===== src/lcd_frame_blink_consts.vh =====
`ifndef LCD_FRAME_BLINK_CONSTS_VH
`define LCD_FRAME_BLINK_CONSTS_VH

// special function register addresses
`define SFR_BLINK_FRAME_CLOCK 8'h96
`define SFR_DRIVE_VOLTAGE 8'h9c
`define SFR_REFRESH_INVERSION 8'hb1

// register reset values
`define RESET_BYTE 8'h00

// drive voltage config fields
`define LADDER_SELECT_BIT 6
`define BIAS_TOP_BIT 5
`define BIAS_LOW_MSB 4
`define BIAS_FULL_SCALE 6'h1f

// refresh and inversion config fields
`define INVERT_ENABLE_BIT 6
`define UPDATE_FLAG_BIT 1
`define HOLD_MEMORY_BIT 0

// blink and frame clock fields
`define BLINK_SOURCE_MSB 7
`define BLINK_SOURCE_LSB 6
`define BLINK_RATE_MSB 5
`define BLINK_RATE_LSB 4
`define FRAME_DIV_MSB 3
`define FRAME_DIV_LSB 0

// blink source codes
`define BLINK_SW_OFF 2'h0
`define BLINK_SW_ON 2'h1
`define BLINK_FIXED 2'h2
`define BLINK_RATE 2'h3

// multiplex level codes
`define MUX_RESERVED 2'h0
`define MUX_2X 2'h1
`define MUX_3X 2'h2
`define MUX_4X 2'h3

// frame divider: code zero behaves as the slowest divider
`define FRAME_DIV_SLOWEST 6'h20
`define LCD_TICKS_2048 13'h0800
`define LCD_TICKS_128 13'h0080

`endif


===== src/lcd_frame_blink_control.v =====
`timescale 1ns/10ps
`default_nettype none
`include "lcd_frame_blink_consts.vh"

module lcd_frame_blink_control (
   input wire ref_clk_in,               // 200 MHz system clock
   input wire nrst_in,                  // async reset, active low
   input wire [7:0] sfr_addr_in,        // special function register address
   input wire [7:0] sfr_wdata_in,       // write data
   input wire sfr_wr_in,                // write strobe, one cycle
   input wire sfr_rd_in,                // read strobe, one cycle
   input wire tick_2048_in,             // one-cycle pulse at 2048 Hz
   input wire tick_128_in,              // one-cycle pulse at 128 Hz
   input wire lcd_clock_select_in,      // 0: 2048 Hz, 1: 128 Hz
   input wire [1:0] multiplex_level_in, // 1: 2x, 2: 3x, 3: 4x
   input wire blink_enable_in,          // blink mode enable
   output reg [7:0] sfr_rdata_out,      // read data, valid after read
   output reg charge_pump_enable_out,   // internal pump running
   output reg ladder_enable_out,        // external resistor ladder used
   output reg [5:0] bias_level_out,     // drive level in ref/31 steps
   output reg [1:0] common_index_out,   // active common line
   output reg frame_start_out,          // pulse at each frame boundary
   output reg frame_invert_out,         // drive waveform inverted
   output reg fetch_enable_out,         // display data fetched for panel
   output reg display_blank_out,        // all segments blanked
   output reg com2_active_out,          // shared pin acts as common 2
   output reg com3_active_out           // shared pin acts as common 3
);

   reg [7:0] blink_frame_clock;
   reg [6:0] drive_voltage;
   reg invert_enable;
   reg hold_memory;
   reg update_flag;
   reg [7:0] step_count;
   reg [1:0] common_index;
   reg frame_parity;
   reg fetch_pending;
   reg [12:0] blink_count;
   reg blink_toggle_due;
   reg blink_blank_phase;
   reg next_frame_start;

   wire [1:0] blink_source;
   wire [1:0] blink_rate;
   wire [3:0] frame_div;
   wire lcd_tick;
   wire mux_2x;
   wire [1:0] last_common;
   wire [5:0] div_base;
   wire [7:0] step_period;
   wire [12:0] quarter_second;
   reg [12:0] blink_half;
   wire wr_refresh;
   wire hold_rise;
   wire frame_edge;

   assign blink_source =
      blink_frame_clock[`BLINK_SOURCE_MSB:`BLINK_SOURCE_LSB];
   assign blink_rate = blink_frame_clock[`BLINK_RATE_MSB:`BLINK_RATE_LSB];
   assign frame_div = blink_frame_clock[`FRAME_DIV_MSB:`FRAME_DIV_LSB];

   // clock source and common step period
   assign lcd_tick = lcd_clock_select_in ? tick_128_in : tick_2048_in;
   // reserved mux code is driven as 2x so the commons never stall
   assign mux_2x = (multiplex_level_in == `MUX_2X) ||
                   (multiplex_level_in == `MUX_RESERVED);
   assign last_common = mux_2x ? `MUX_2X : multiplex_level_in;
   assign div_base = (frame_div == 4'h0) ? `FRAME_DIV_SLOWEST :
                     {2'h0, frame_div} + 6'h01;
   // 2x steps every 4(N+1) ticks, 3x and 4x twice as fast
   assign step_period = mux_2x ? {div_base, 2'h0} :
                        {1'b0, div_base, 1'b0};

   // blink half periods, in lcd ticks, from a quarter second
   assign quarter_second = lcd_clock_select_in ?
      (`LCD_TICKS_128 >> 2) : (`LCD_TICKS_2048 >> 2);
   always @* begin
      blink_half = quarter_second;
      if (blink_source == `BLINK_RATE) begin
         case (blink_rate)
            2'h0: blink_half = quarter_second << 1;
            2'h1: blink_half = quarter_second << 2;
            2'h2: blink_half = (quarter_second << 2) +
                               (quarter_second << 1);
            2'h3: blink_half = quarter_second << 3;
            default: blink_half = quarter_second << 1;
         endcase
      end
   end

   assign wr_refresh = sfr_wr_in && (sfr_addr_in == `SFR_REFRESH_INVERSION);
   assign hold_rise = wr_refresh && sfr_wdata_in[`HOLD_MEMORY_BIT] &&
                      !hold_memory;
   assign frame_edge = lcd_tick && (step_count + 8'h01 >= step_period) &&
                       (common_index >= last_common);

   // register writes; reserved bits are not stored and read back as zero
   always @(posedge ref_clk_in or negedge nrst_in) begin
      if (!nrst_in) begin
         blink_frame_clock <= `RESET_BYTE;
         drive_voltage <= 7'h00;
         invert_enable <= 1'b0;
         hold_memory <= 1'b0;
      end else if (sfr_wr_in) begin
         if (sfr_addr_in == `SFR_BLINK_FRAME_CLOCK)
            blink_frame_clock <= sfr_wdata_in;
         if (sfr_addr_in == `SFR_DRIVE_VOLTAGE)
            drive_voltage <= sfr_wdata_in[`LADDER_SELECT_BIT:0];
         if (wr_refresh) begin
            invert_enable <= sfr_wdata_in[`INVERT_ENABLE_BIT];
            hold_memory <= sfr_wdata_in[`HOLD_MEMORY_BIT];
         end
      end
   end

   // read port; unmapped addresses answer zero
   always @(posedge ref_clk_in or negedge nrst_in) begin
      if (!nrst_in) begin
         sfr_rdata_out <= `RESET_BYTE;
      end else if (sfr_rd_in) begin
         case (sfr_addr_in)
            `SFR_BLINK_FRAME_CLOCK: sfr_rdata_out <= blink_frame_clock;
            `SFR_DRIVE_VOLTAGE: sfr_rdata_out <= {1'b0, drive_voltage};
            `SFR_REFRESH_INVERSION: sfr_rdata_out <=
               {1'b0, invert_enable, 4'h0, update_flag, hold_memory};
            default: sfr_rdata_out <= `RESET_BYTE;
         endcase
      end
   end

   // common stepping and frame boundary
   always @(posedge ref_clk_in or negedge nrst_in) begin
      if (!nrst_in) begin
         step_count <= 8'h00;
         common_index <= 2'h0;
         frame_parity <= 1'b0;
         next_frame_start <= 1'b0;
      end else begin
         next_frame_start <= frame_edge;
         if (lcd_tick) begin
            if (step_count + 8'h01 >= step_period) begin
               step_count <= 8'h00;
               if (common_index >= last_common) begin
                  common_index <= 2'h0;
                  frame_parity <= !frame_parity;
               end else begin
                  common_index <= common_index + 2'h1;
               end
            end else begin
               step_count <= step_count + 8'h01;
            end
         end
      end
   end

   // memory hold handshake; a flag set beats a clear in the same cycle
   always @(posedge ref_clk_in or negedge nrst_in) begin
      if (!nrst_in) begin
         fetch_pending <= 1'b0;
         update_flag <= 1'b0;
      end else begin
         if (hold_memory || hold_rise)
            fetch_pending <= 1'b1;
         else if (frame_edge)
            fetch_pending <= 1'b0;
         if (frame_edge && fetch_pending && !hold_memory)
            update_flag <= 1'b1;
         else if (hold_rise)
            update_flag <= 1'b0;
      end
   end

   // hardware blink; a blank toggle waits for a frame edge so no frame
   // is shown half blank
   always @(posedge ref_clk_in or negedge nrst_in) begin
      if (!nrst_in) begin
         blink_count <= 13'h0000;
         blink_toggle_due <= 1'b0;
         blink_blank_phase <= 1'b0;
      end else if (!blink_source[1]) begin
         blink_count <= 13'h0000;
         blink_toggle_due <= 1'b0;
         blink_blank_phase <= 1'b0;
      end else begin
         if (lcd_tick) begin
            if (blink_count + 13'h0001 >= blink_half) begin
               blink_count <= 13'h0000;
               blink_toggle_due <= 1'b1;
            end else begin
               blink_count <= blink_count + 13'h0001;
            end
         end
         if (frame_edge && blink_toggle_due) begin
            blink_toggle_due <= 1'b0;
            blink_blank_phase <= !blink_blank_phase;
         end
      end
   end

   // registered outputs
   always @(posedge ref_clk_in or negedge nrst_in) begin
      if (!nrst_in) begin
         charge_pump_enable_out <= 1'b1;
         ladder_enable_out <= 1'b0;
         bias_level_out <= 6'h00;
         common_index_out <= 2'h0;
         frame_start_out <= 1'b0;
         frame_invert_out <= 1'b0;
         fetch_enable_out <= 1'b1;
         display_blank_out <= 1'b0;
         com2_active_out <= 1'b0;
         com3_active_out <= 1'b0;
      end else begin
         charge_pump_enable_out <= !drive_voltage[`LADDER_SELECT_BIT];
         ladder_enable_out <= drive_voltage[`LADDER_SELECT_BIT];
         bias_level_out <= drive_voltage[`BIAS_TOP_BIT] ?
            (`BIAS_FULL_SCALE + {1'b0, drive_voltage[`BIAS_LOW_MSB:0]}) :
            {1'b0, drive_voltage[`BIAS_LOW_MSB:0]};
         common_index_out <= common_index;
         frame_start_out <= next_frame_start;
         frame_invert_out <= invert_enable && frame_parity;
         fetch_enable_out <= !fetch_pending;
         if (!blink_enable_in)
            display_blank_out <= 1'b0;
         else if (blink_source == `BLINK_SW_OFF)
            display_blank_out <= 1'b1;
         else if (blink_source == `BLINK_SW_ON)
            display_blank_out <= 1'b0;
         else
            display_blank_out <= blink_blank_phase;
         com2_active_out <= (multiplex_level_in == `MUX_3X) ||
                            (multiplex_level_in == `MUX_4X);
         com3_active_out <= (multiplex_level_in == `MUX_4X);
      end
   end

endmodule

`default_nettype wire


===== config.mk =====
export PLATFORM = sky130hd
export DESIGN_NAME = lcd_frame_blink_control
export DESIGN_NICKNAME = d
export VERILOG_FILES = /design/src/lcd_frame_blink_control.v
export VERILOG_INCLUDE_DIRS = /design/src
export SDC_FILE = /design/constraint.sdc
export NUM_CORES = 1
export LEC_CHECK = 0
export BUFFER_PORTS_ARGS = -buffer_cell sky130_fd_sc_hd__buf_4
export CORE_AREA = 2 2 94 105
export DETAILED_ROUTE_END_ITERATION = 10
export DIE_AREA = 0 0 96 107
export GPL_ROUTABILITY_DRIVEN = 0
export MAX_ROUTING_LAYER = met4
export SLEW_MARGIN = 30
export SYNTH_ARGS = -nofsm -noshare
export SYNTH_HDL_FRONTEND = slang
export SYNTH_SLANG_ARGS = --single-unit
export TNS_END_PERCENT = 50

===== constraint.sdc =====
create_clock -name ref_clk_in -period 4.14 [get_ports ref_clk_in]
set_input_delay 0 -clock ref_clk_in [delete_from_list [all_inputs] [get_ports ref_clk_in]]
set_output_delay 0 -clock ref_clk_in [all_outputs]
set_load 0.02 [all_outputs]

==> Word level (Yosys, flattened, before mapping) <==
Cells that the tools add are included.
{ "word_totals": {"elab_cells": 104, "inputBits": 26, "regBits": 70} }
{ "op_classes": {"magnitude_cmp": 3, "n_mux": 27, "add_sub_neg": 6, "n_eq_ne": 15, "n_reduce_logical": 29} }
{ "ops": {"columns": ["cell", "n"], "rows": [
  ["13-bit two-way mux", 4],
  ["13-bit case mux with 4 select lines", 1],
  ["8-bit equality test, second input constant", 3],
  ["8-bit case mux with 3 select lines", 1],
  ["8-bit two-way mux", 2],
  ["1-bit two-way mux", 14],
  ["12-bit by 11-bit adder with 13-bit output", 1],
  ["13-bit by 1-bit adder with 13-bit output, second input constant", 1],
  ["13-bit greater-or-equal comparator", 1],
  ["6-bit two-way mux", 2],
  ["2-bit equality test, second input constant", 5],
  ["10-bit two-way mux", 1],
  ["2-bit AND reduction", 5],
  ["1-bit logical AND", 9],
  ["8-bit by 1-bit adder with 8-bit output, second input constant", 1],
  ["8-bit greater-or-equal comparator", 1],
  ["5-bit by 5-bit adder with 6-bit output, first input constant", 1],
  ["2-bit by 1-bit equality test with 1-bit output, second input constant", 3],
  ["2-bit zero test", 3],
  ["3-bit by 1-bit != test with 1-bit output, second input constant", 2],
  ["4-bit by 1-bit adder with 5-bit output, second input constant", 1],
  ["1-bit zero test", 5],
  ["4-bit zero test", 1],
  ["2-bit two-way mux", 2],
  ["6 further kinds", 10]
]} }

==> Depth between registers and ports, before layout <==
{ "depth": {"word_depth": 9, "mapped_depth": 13, "depth_no_buf": 12} }

==> Worst setup path before layout <==
OpenSTA, ideal clock, no wires.
{ "synth_timing": {"kind": "register to register", "from": "reg blink_frame_clock[0]", "to": "reg blink_blank_phase", "required_ps": 4061, "stages_incl_launch_ff": 13, "arrival_ps": 2544, "setup_slack_ps": 1517, "synth_period_minus_slack_ps": 2623, "cell_sequence": "dfrtp_1 inv_1 ha_1 nor2b_1 nor2b_1 a32oi_1 ha_1 a21o_1 a221o_1 a31o_2 clkbuf_1 nand3_1 mux2i_1"} }
{ "synth_via": {"elab_chain_cells": 8} }
{ "synth_lines": {"columns": ["element", "line", "source"], "rows": [
  ["from (decl)", "lcd_frame_blink_control.v:30", "reg [7:0] blink_frame_clock;"],
  ["from (signal assigned)", "lcd_frame_blink_control.v:101", "blink_frame_clock <= `RESET_BYTE;"],
  ["from (signal assigned)", "lcd_frame_blink_control.v:107", "blink_frame_clock <= sfr_wdata_in;"],
  ["4-bit by 1-bit adder with 5-bit output or 4-bit zero test (tied branches)", "lcd_frame_blink_control.v:70, lcd_frame_blink_control.v:69", null],
  ["6-bit two-way mux (*)", "lcd_frame_blink_control.v:69", "assign div_base = (frame_div == 4'h0) ? `FRAME_DIV_SLOWEST :"],
  ["8-bit two-way mux (*)", "lcd_frame_blink_control.v:72", "assign step_period = mux_2x ? {div_base, 2'h0} :"],
  ["8-bit greater-or-equal comparator (*)", "lcd_frame_blink_control.v:95", "assign frame_edge = lcd_tick && (step_count + 8'h01 >= step_period) &&"],
  ["1-bit logical AND (*) (2 in a row)", "lcd_frame_blink_control.v:95", null],
  ["1-bit logical AND (*)", "lcd_frame_blink_control.v:194", "if (frame_edge && blink_toggle_due) begin"],
  ["2-bit by 1-bit != test with 1-bit output (no source line) (*)", null, null],
  ["to (signal assigned)", "lcd_frame_blink_control.v:196", "blink_blank_phase <= !blink_blank_phase;"],
  ["to (decl)", "lcd_frame_blink_control.v:41", "reg blink_blank_phase;"]
]} }
Every way passes the cells marked *; elsewhere a longest branch is shown, timed or not.
A chain may end at the register's enable or synchronous reset.

==> Worst setup path after layout <==
{ "layout_timing": {"from": "reg blink_count[0]", "to": "reg blink_count[3]"} }
{ "layout_via": {"elab_chain_cells": 5} }
{ "layout_lines": {"columns": ["element", "line", "source"], "rows": [
  ["from (decl)", "lcd_frame_blink_control.v:39", "reg [12:0] blink_count;"],
  ["from (signal assigned)", "lcd_frame_blink_control.v:191", "blink_count <= blink_count + 13'h0001;"],
  ["13-bit by 1-bit adder with 13-bit output (*)", "lcd_frame_blink_control.v:187, lcd_frame_blink_control.v:191", null],
  ["13-bit greater-or-equal comparator", "lcd_frame_blink_control.v:187", "if (blink_count + 13'h0001 >= blink_half) begin"],
  ["13-bit two-way mux (*)", "lcd_frame_blink_control.v:187", null],
  ["13-bit two-way mux (*)", "lcd_frame_blink_control.v:186", "if (lcd_tick) begin"],
  ["13-bit two-way mux (*)", "lcd_frame_blink_control.v:181", "end else if (!blink_source[1]) begin"]
]} }
Every way passes the cells marked *; elsewhere a longest branch is shown, timed or not. The select of a mux whose other input is x is not followed.

==> metrics <==
worst ir drop on vdd between 0.15 and 0.2 mV; status finished, final reports clean; Cells after Synth about 390; unrepaired setup endpoints after global routing no; Syn Std Cell Area roughly 3900 um2; WS Path Type reg -> reg; num rows 37; maximum fanout along the worst path 14; GRT Residual Overflow 0; post-route cell area about 4700 um2; Post-Syn Area per Cell approximately 10 um2; # DRC 0; Post-Layout Cell Count 568; Seq cells post-synth 70; Crit-path slowest cell o21ai_2; hold buffers post-CTS 14; f_max 329 MHz; cell leakage power between 2 and 2.5 nW; Tmin final slightly above 3 ns; period utilization 0.734; Final ANT Viol Nets 0; max_slew headroom 0.539; Nets slightly below 500; post-route setup TNS 0 ns; Core Area between 9000 and 10000 um2; global-route wire length before repair between 10 and 15 mm; Yosys top cell by area dfrtp_1; largest net degree at the start of global routing slightly above 70; final hold vios 0; die width approximately 96 um; DRC marker count from the first detailed-route iteration between 200 and 250; CTS Root Cell clkbuf_8; Synth top area share 0.440; Clock Path Buffers 2; CP Data Arrival Time approximately 3.2 ns; I/O pin cnt 50; critical-path cell list ha_1, nand2_1, nor2_1, nand2_1, xor2_1, inv_1, ha_1, or2b_2, a21oi_1, a2111oi_2, o21ai_2, o21ai_0; initial antenna violation count 0; area of the multi-input gates between 1500 and 2000 um2; Placed Cells incl. Taps 538; top cells by area, synth dfrtp_1 44%, ha_1 7.1%, mux2_2 5.8%; vias in the first global route slightly above 3k; Die ar. roughly 10000 um2; sequential area share after synthesis 0.453; Post-CTS Resized 0; EDFF count, synth 0; via count about 3k; routed wire length between 8 and 9 mm; fillcell total roughly 830; Clk Latency, worst-skew pair 0.36 ns; synth-to-layout area growth 21.0%; Detailed Place HPWL 5.81 mm; Critical Path RT 4.35 ns; DIE HEIGHT ~110 um; pre-CTS setup slack about 1.1 ns; CP Capture Type flip-flop; ys flop type dfrtp_1; First-pass DRT Iterations 5; Reg clk slew, reported paths approximately 0.09 ns; diodes inserted 0; actual slew at the worst max-slew pin just under 0.7 ns; Max-Cap Viols 0; HP Class in -> reg; Yosys cell types 58; Min Hold Slack about 0.046 ns; number of buffers added on ports 49; Warnings, synthesis 0; htree depth 3; Setup WS post-layout 1.10 ns; Final Skew about 0.012 ns; post-synthesis async set-or-reset flop share 1.00; global-route usage over all layers 0.185; max-slew violation count 0; CP startpoint kind flip-flop; Setup Fix Bufs, Post-CTS 0; CTS Buf Count 9; CTS Sinks 70; area post-placement roughly 4300 um2; syn_nets between 400 and 500; fraction of layout instances using a drive strength above 1 0.224; Vias/cell roughly 5.3; largest stage delay on the critical path 0.51 ns; CTS tree yes; Power Dens Cells between 300 and 400 nW/um2; FF+latch area 1750 um2; setup violators final 0; wire length per cell ~15 um; starting density of the core 0.420
-- cell families after synthesis --
logic type / after synthesis / synth area share
xor+xnor: 21 / 0.0475
flops: 70 / 0.453
buf+inv: 37 / 0.0385
fa+ha+maj: 22 / 0.0711
simple gates: 132 / 0.183
mux: 23 / 0.0660
compound gates: 81 / 0.141
-- synthesized netlist by cell type (all sizes together) (2+ instances only) --
| library cell | count |
|---|---|
| a21boi | 2 |
| a21o | 4 |
| a21oi | 14 |
| a22o | 4 |
| a22oi | 8 |
| and2 | 8 |
| and3 | 6 |
| buf | 5 |
| clkbuf | 11 |
| dfrtp | 68 |
| dfstp | 2 |
| ha | 22 |
| inv | 21 |
| mux2 | 20 |
| mux2i | 3 |
| nand2 | 31 |
| nand2b | 5 |
| nand3 | 36 |
| nand3b | 2 |
| nand4 | 2 |
| nor2 | 17 |
| nor2b | 9 |
| nor3 | 8 |
| nor4 | 3 |
| o21ai | 23 |
| o22ai | 3 |
| o31ai | 8 |
| xnor2 | 10 |
| xor2 | 11 |
-- placed cells by master, fill, tap and decap left out, drive strengths merged, types with 2 or more instances in the layout --
| cell | netlist | layout |
|---|---|---|
| a21boi | 2 | 2 |
| a21o | 4 | 4 |
| a21oi | 14 | 14 |
| a22o | 4 | 4 |
| a22oi | 8 | 8 |
| and2 | 8 | 8 |
| and3 | 6 | 6 |
| buf | 5 | 51 |
| clkbuf | 11 | 10 |
| clkinv | 0 | 2 |
| clkinvlp | 0 | 2 |
| dfrtp | 68 | 68 |
| dfstp | 2 | 2 |
| dlygate4sd3 | 0 | 14 |
| ha | 22 | 22 |
| inv | 21 | 22 |
| mux2 | 20 | 20 |
| mux2i | 3 | 3 |
| nand2 | 31 | 31 |
| nand2b | 5 | 5 |
| nand3 | 36 | 36 |
| nand3b | 2 | 2 |
| nand4 | 2 | 2 |
| nor2 | 17 | 17 |
| nor2b | 9 | 9 |
| nor3 | 8 | 8 |
| nor4 | 3 | 3 |
| o21ai | 23 | 23 |
| o22ai | 3 | 3 |
| o31ai | 8 | 8 |
| xnor2 | 10 | 10 |
| xor2 | 11 | 11 |
-- registers in the layout, summed over array words and instances (netlist names), 2 cells and up --
register,cells
sfr_rdata_out,8
blink_frame_clock,8
common_index_out,2
bias_level_out,6
drive_voltage,7
blink_count,13
step_count,8
common_index,2
-- worst paths after layout --
| kind | startpoint | to | slack [ns] | depth (start not counted) |
|---|---|---|---|---|
| max reg2reg | blink_count[0]$_DFFE_PN0N_ | blink_count[3]$_DFFE_PN0N_ | 1.10 | 12 |
| min | sfr_addr_in[1] | hold_memory$_DFFE_PN0P_ | 0.05 | 4 |
| min reg2reg | next_frame_start$_DFF_PN0_ | frame_start_out$_DFF_PN0_ | 0.36 | 0 |
| max in group asynchronous | nrst_in | common_index_out[1]$_DFF_PN0_ | 3.48 | 2 |
| max | blink_count[0]$_DFFE_PN0N_ | blink_count[3]$_DFFE_PN0N_ | 1.10 | 12 |
| min in group asynchronous | nrst_in | blink_count[2]$_DFFE_PN0N_ | 0.18 | 2 |
-- worst max-delay path, delay by kind of cell, from the launching register on --
kind	cells	cell delay [ns]
simple gates	4	0.67
compound gates	4	0.96
flops	1	0.45
fa+ha+maj	2	0.57
xor+xnor	1	0.18
buf+inv	1	0.07
-- where the power goes --
part	internal, mW	switching, mW
registers	0.768	0.0705
logic	0.187	0.219
clock network	0.283	0.285
total	1.24	0.575
-- per-stage QoR --
stage           util  total power, mW
4_1_cts        0.507             1.84
2_1_floorplan      -             1.10
3_5_place_dp   0.470             1.25
3_3_place_gp   0.470             1.24
5_1_grt        0.508             1.94
6_report       0.508             1.81
-- metal layers --
metal,vias up,GRT usage,wire length (um)
li1,1500,-,-
met2,46,0.286,3960
met1,1446,0.240,3940
met4,0,0.0796,155
met3,11,0.0302,226
met5,-,-,0
-- final cells by class --
| type | instances | area share |
|---|---|---|
| flip-flops and latches | 70 | 0.374 |
| well taps | 117 | 0.0312 |
| repair buffers | 65 | 0.112 |
| multi-input cells | 279 | 0.423 |
| inverters | 21 | 0.0168 |
| clock buffers | 10 | 0.0272 |
| clock inverters | 6 | 0.0152 |
Note: power is estimated with default switching activity, not from simulation.
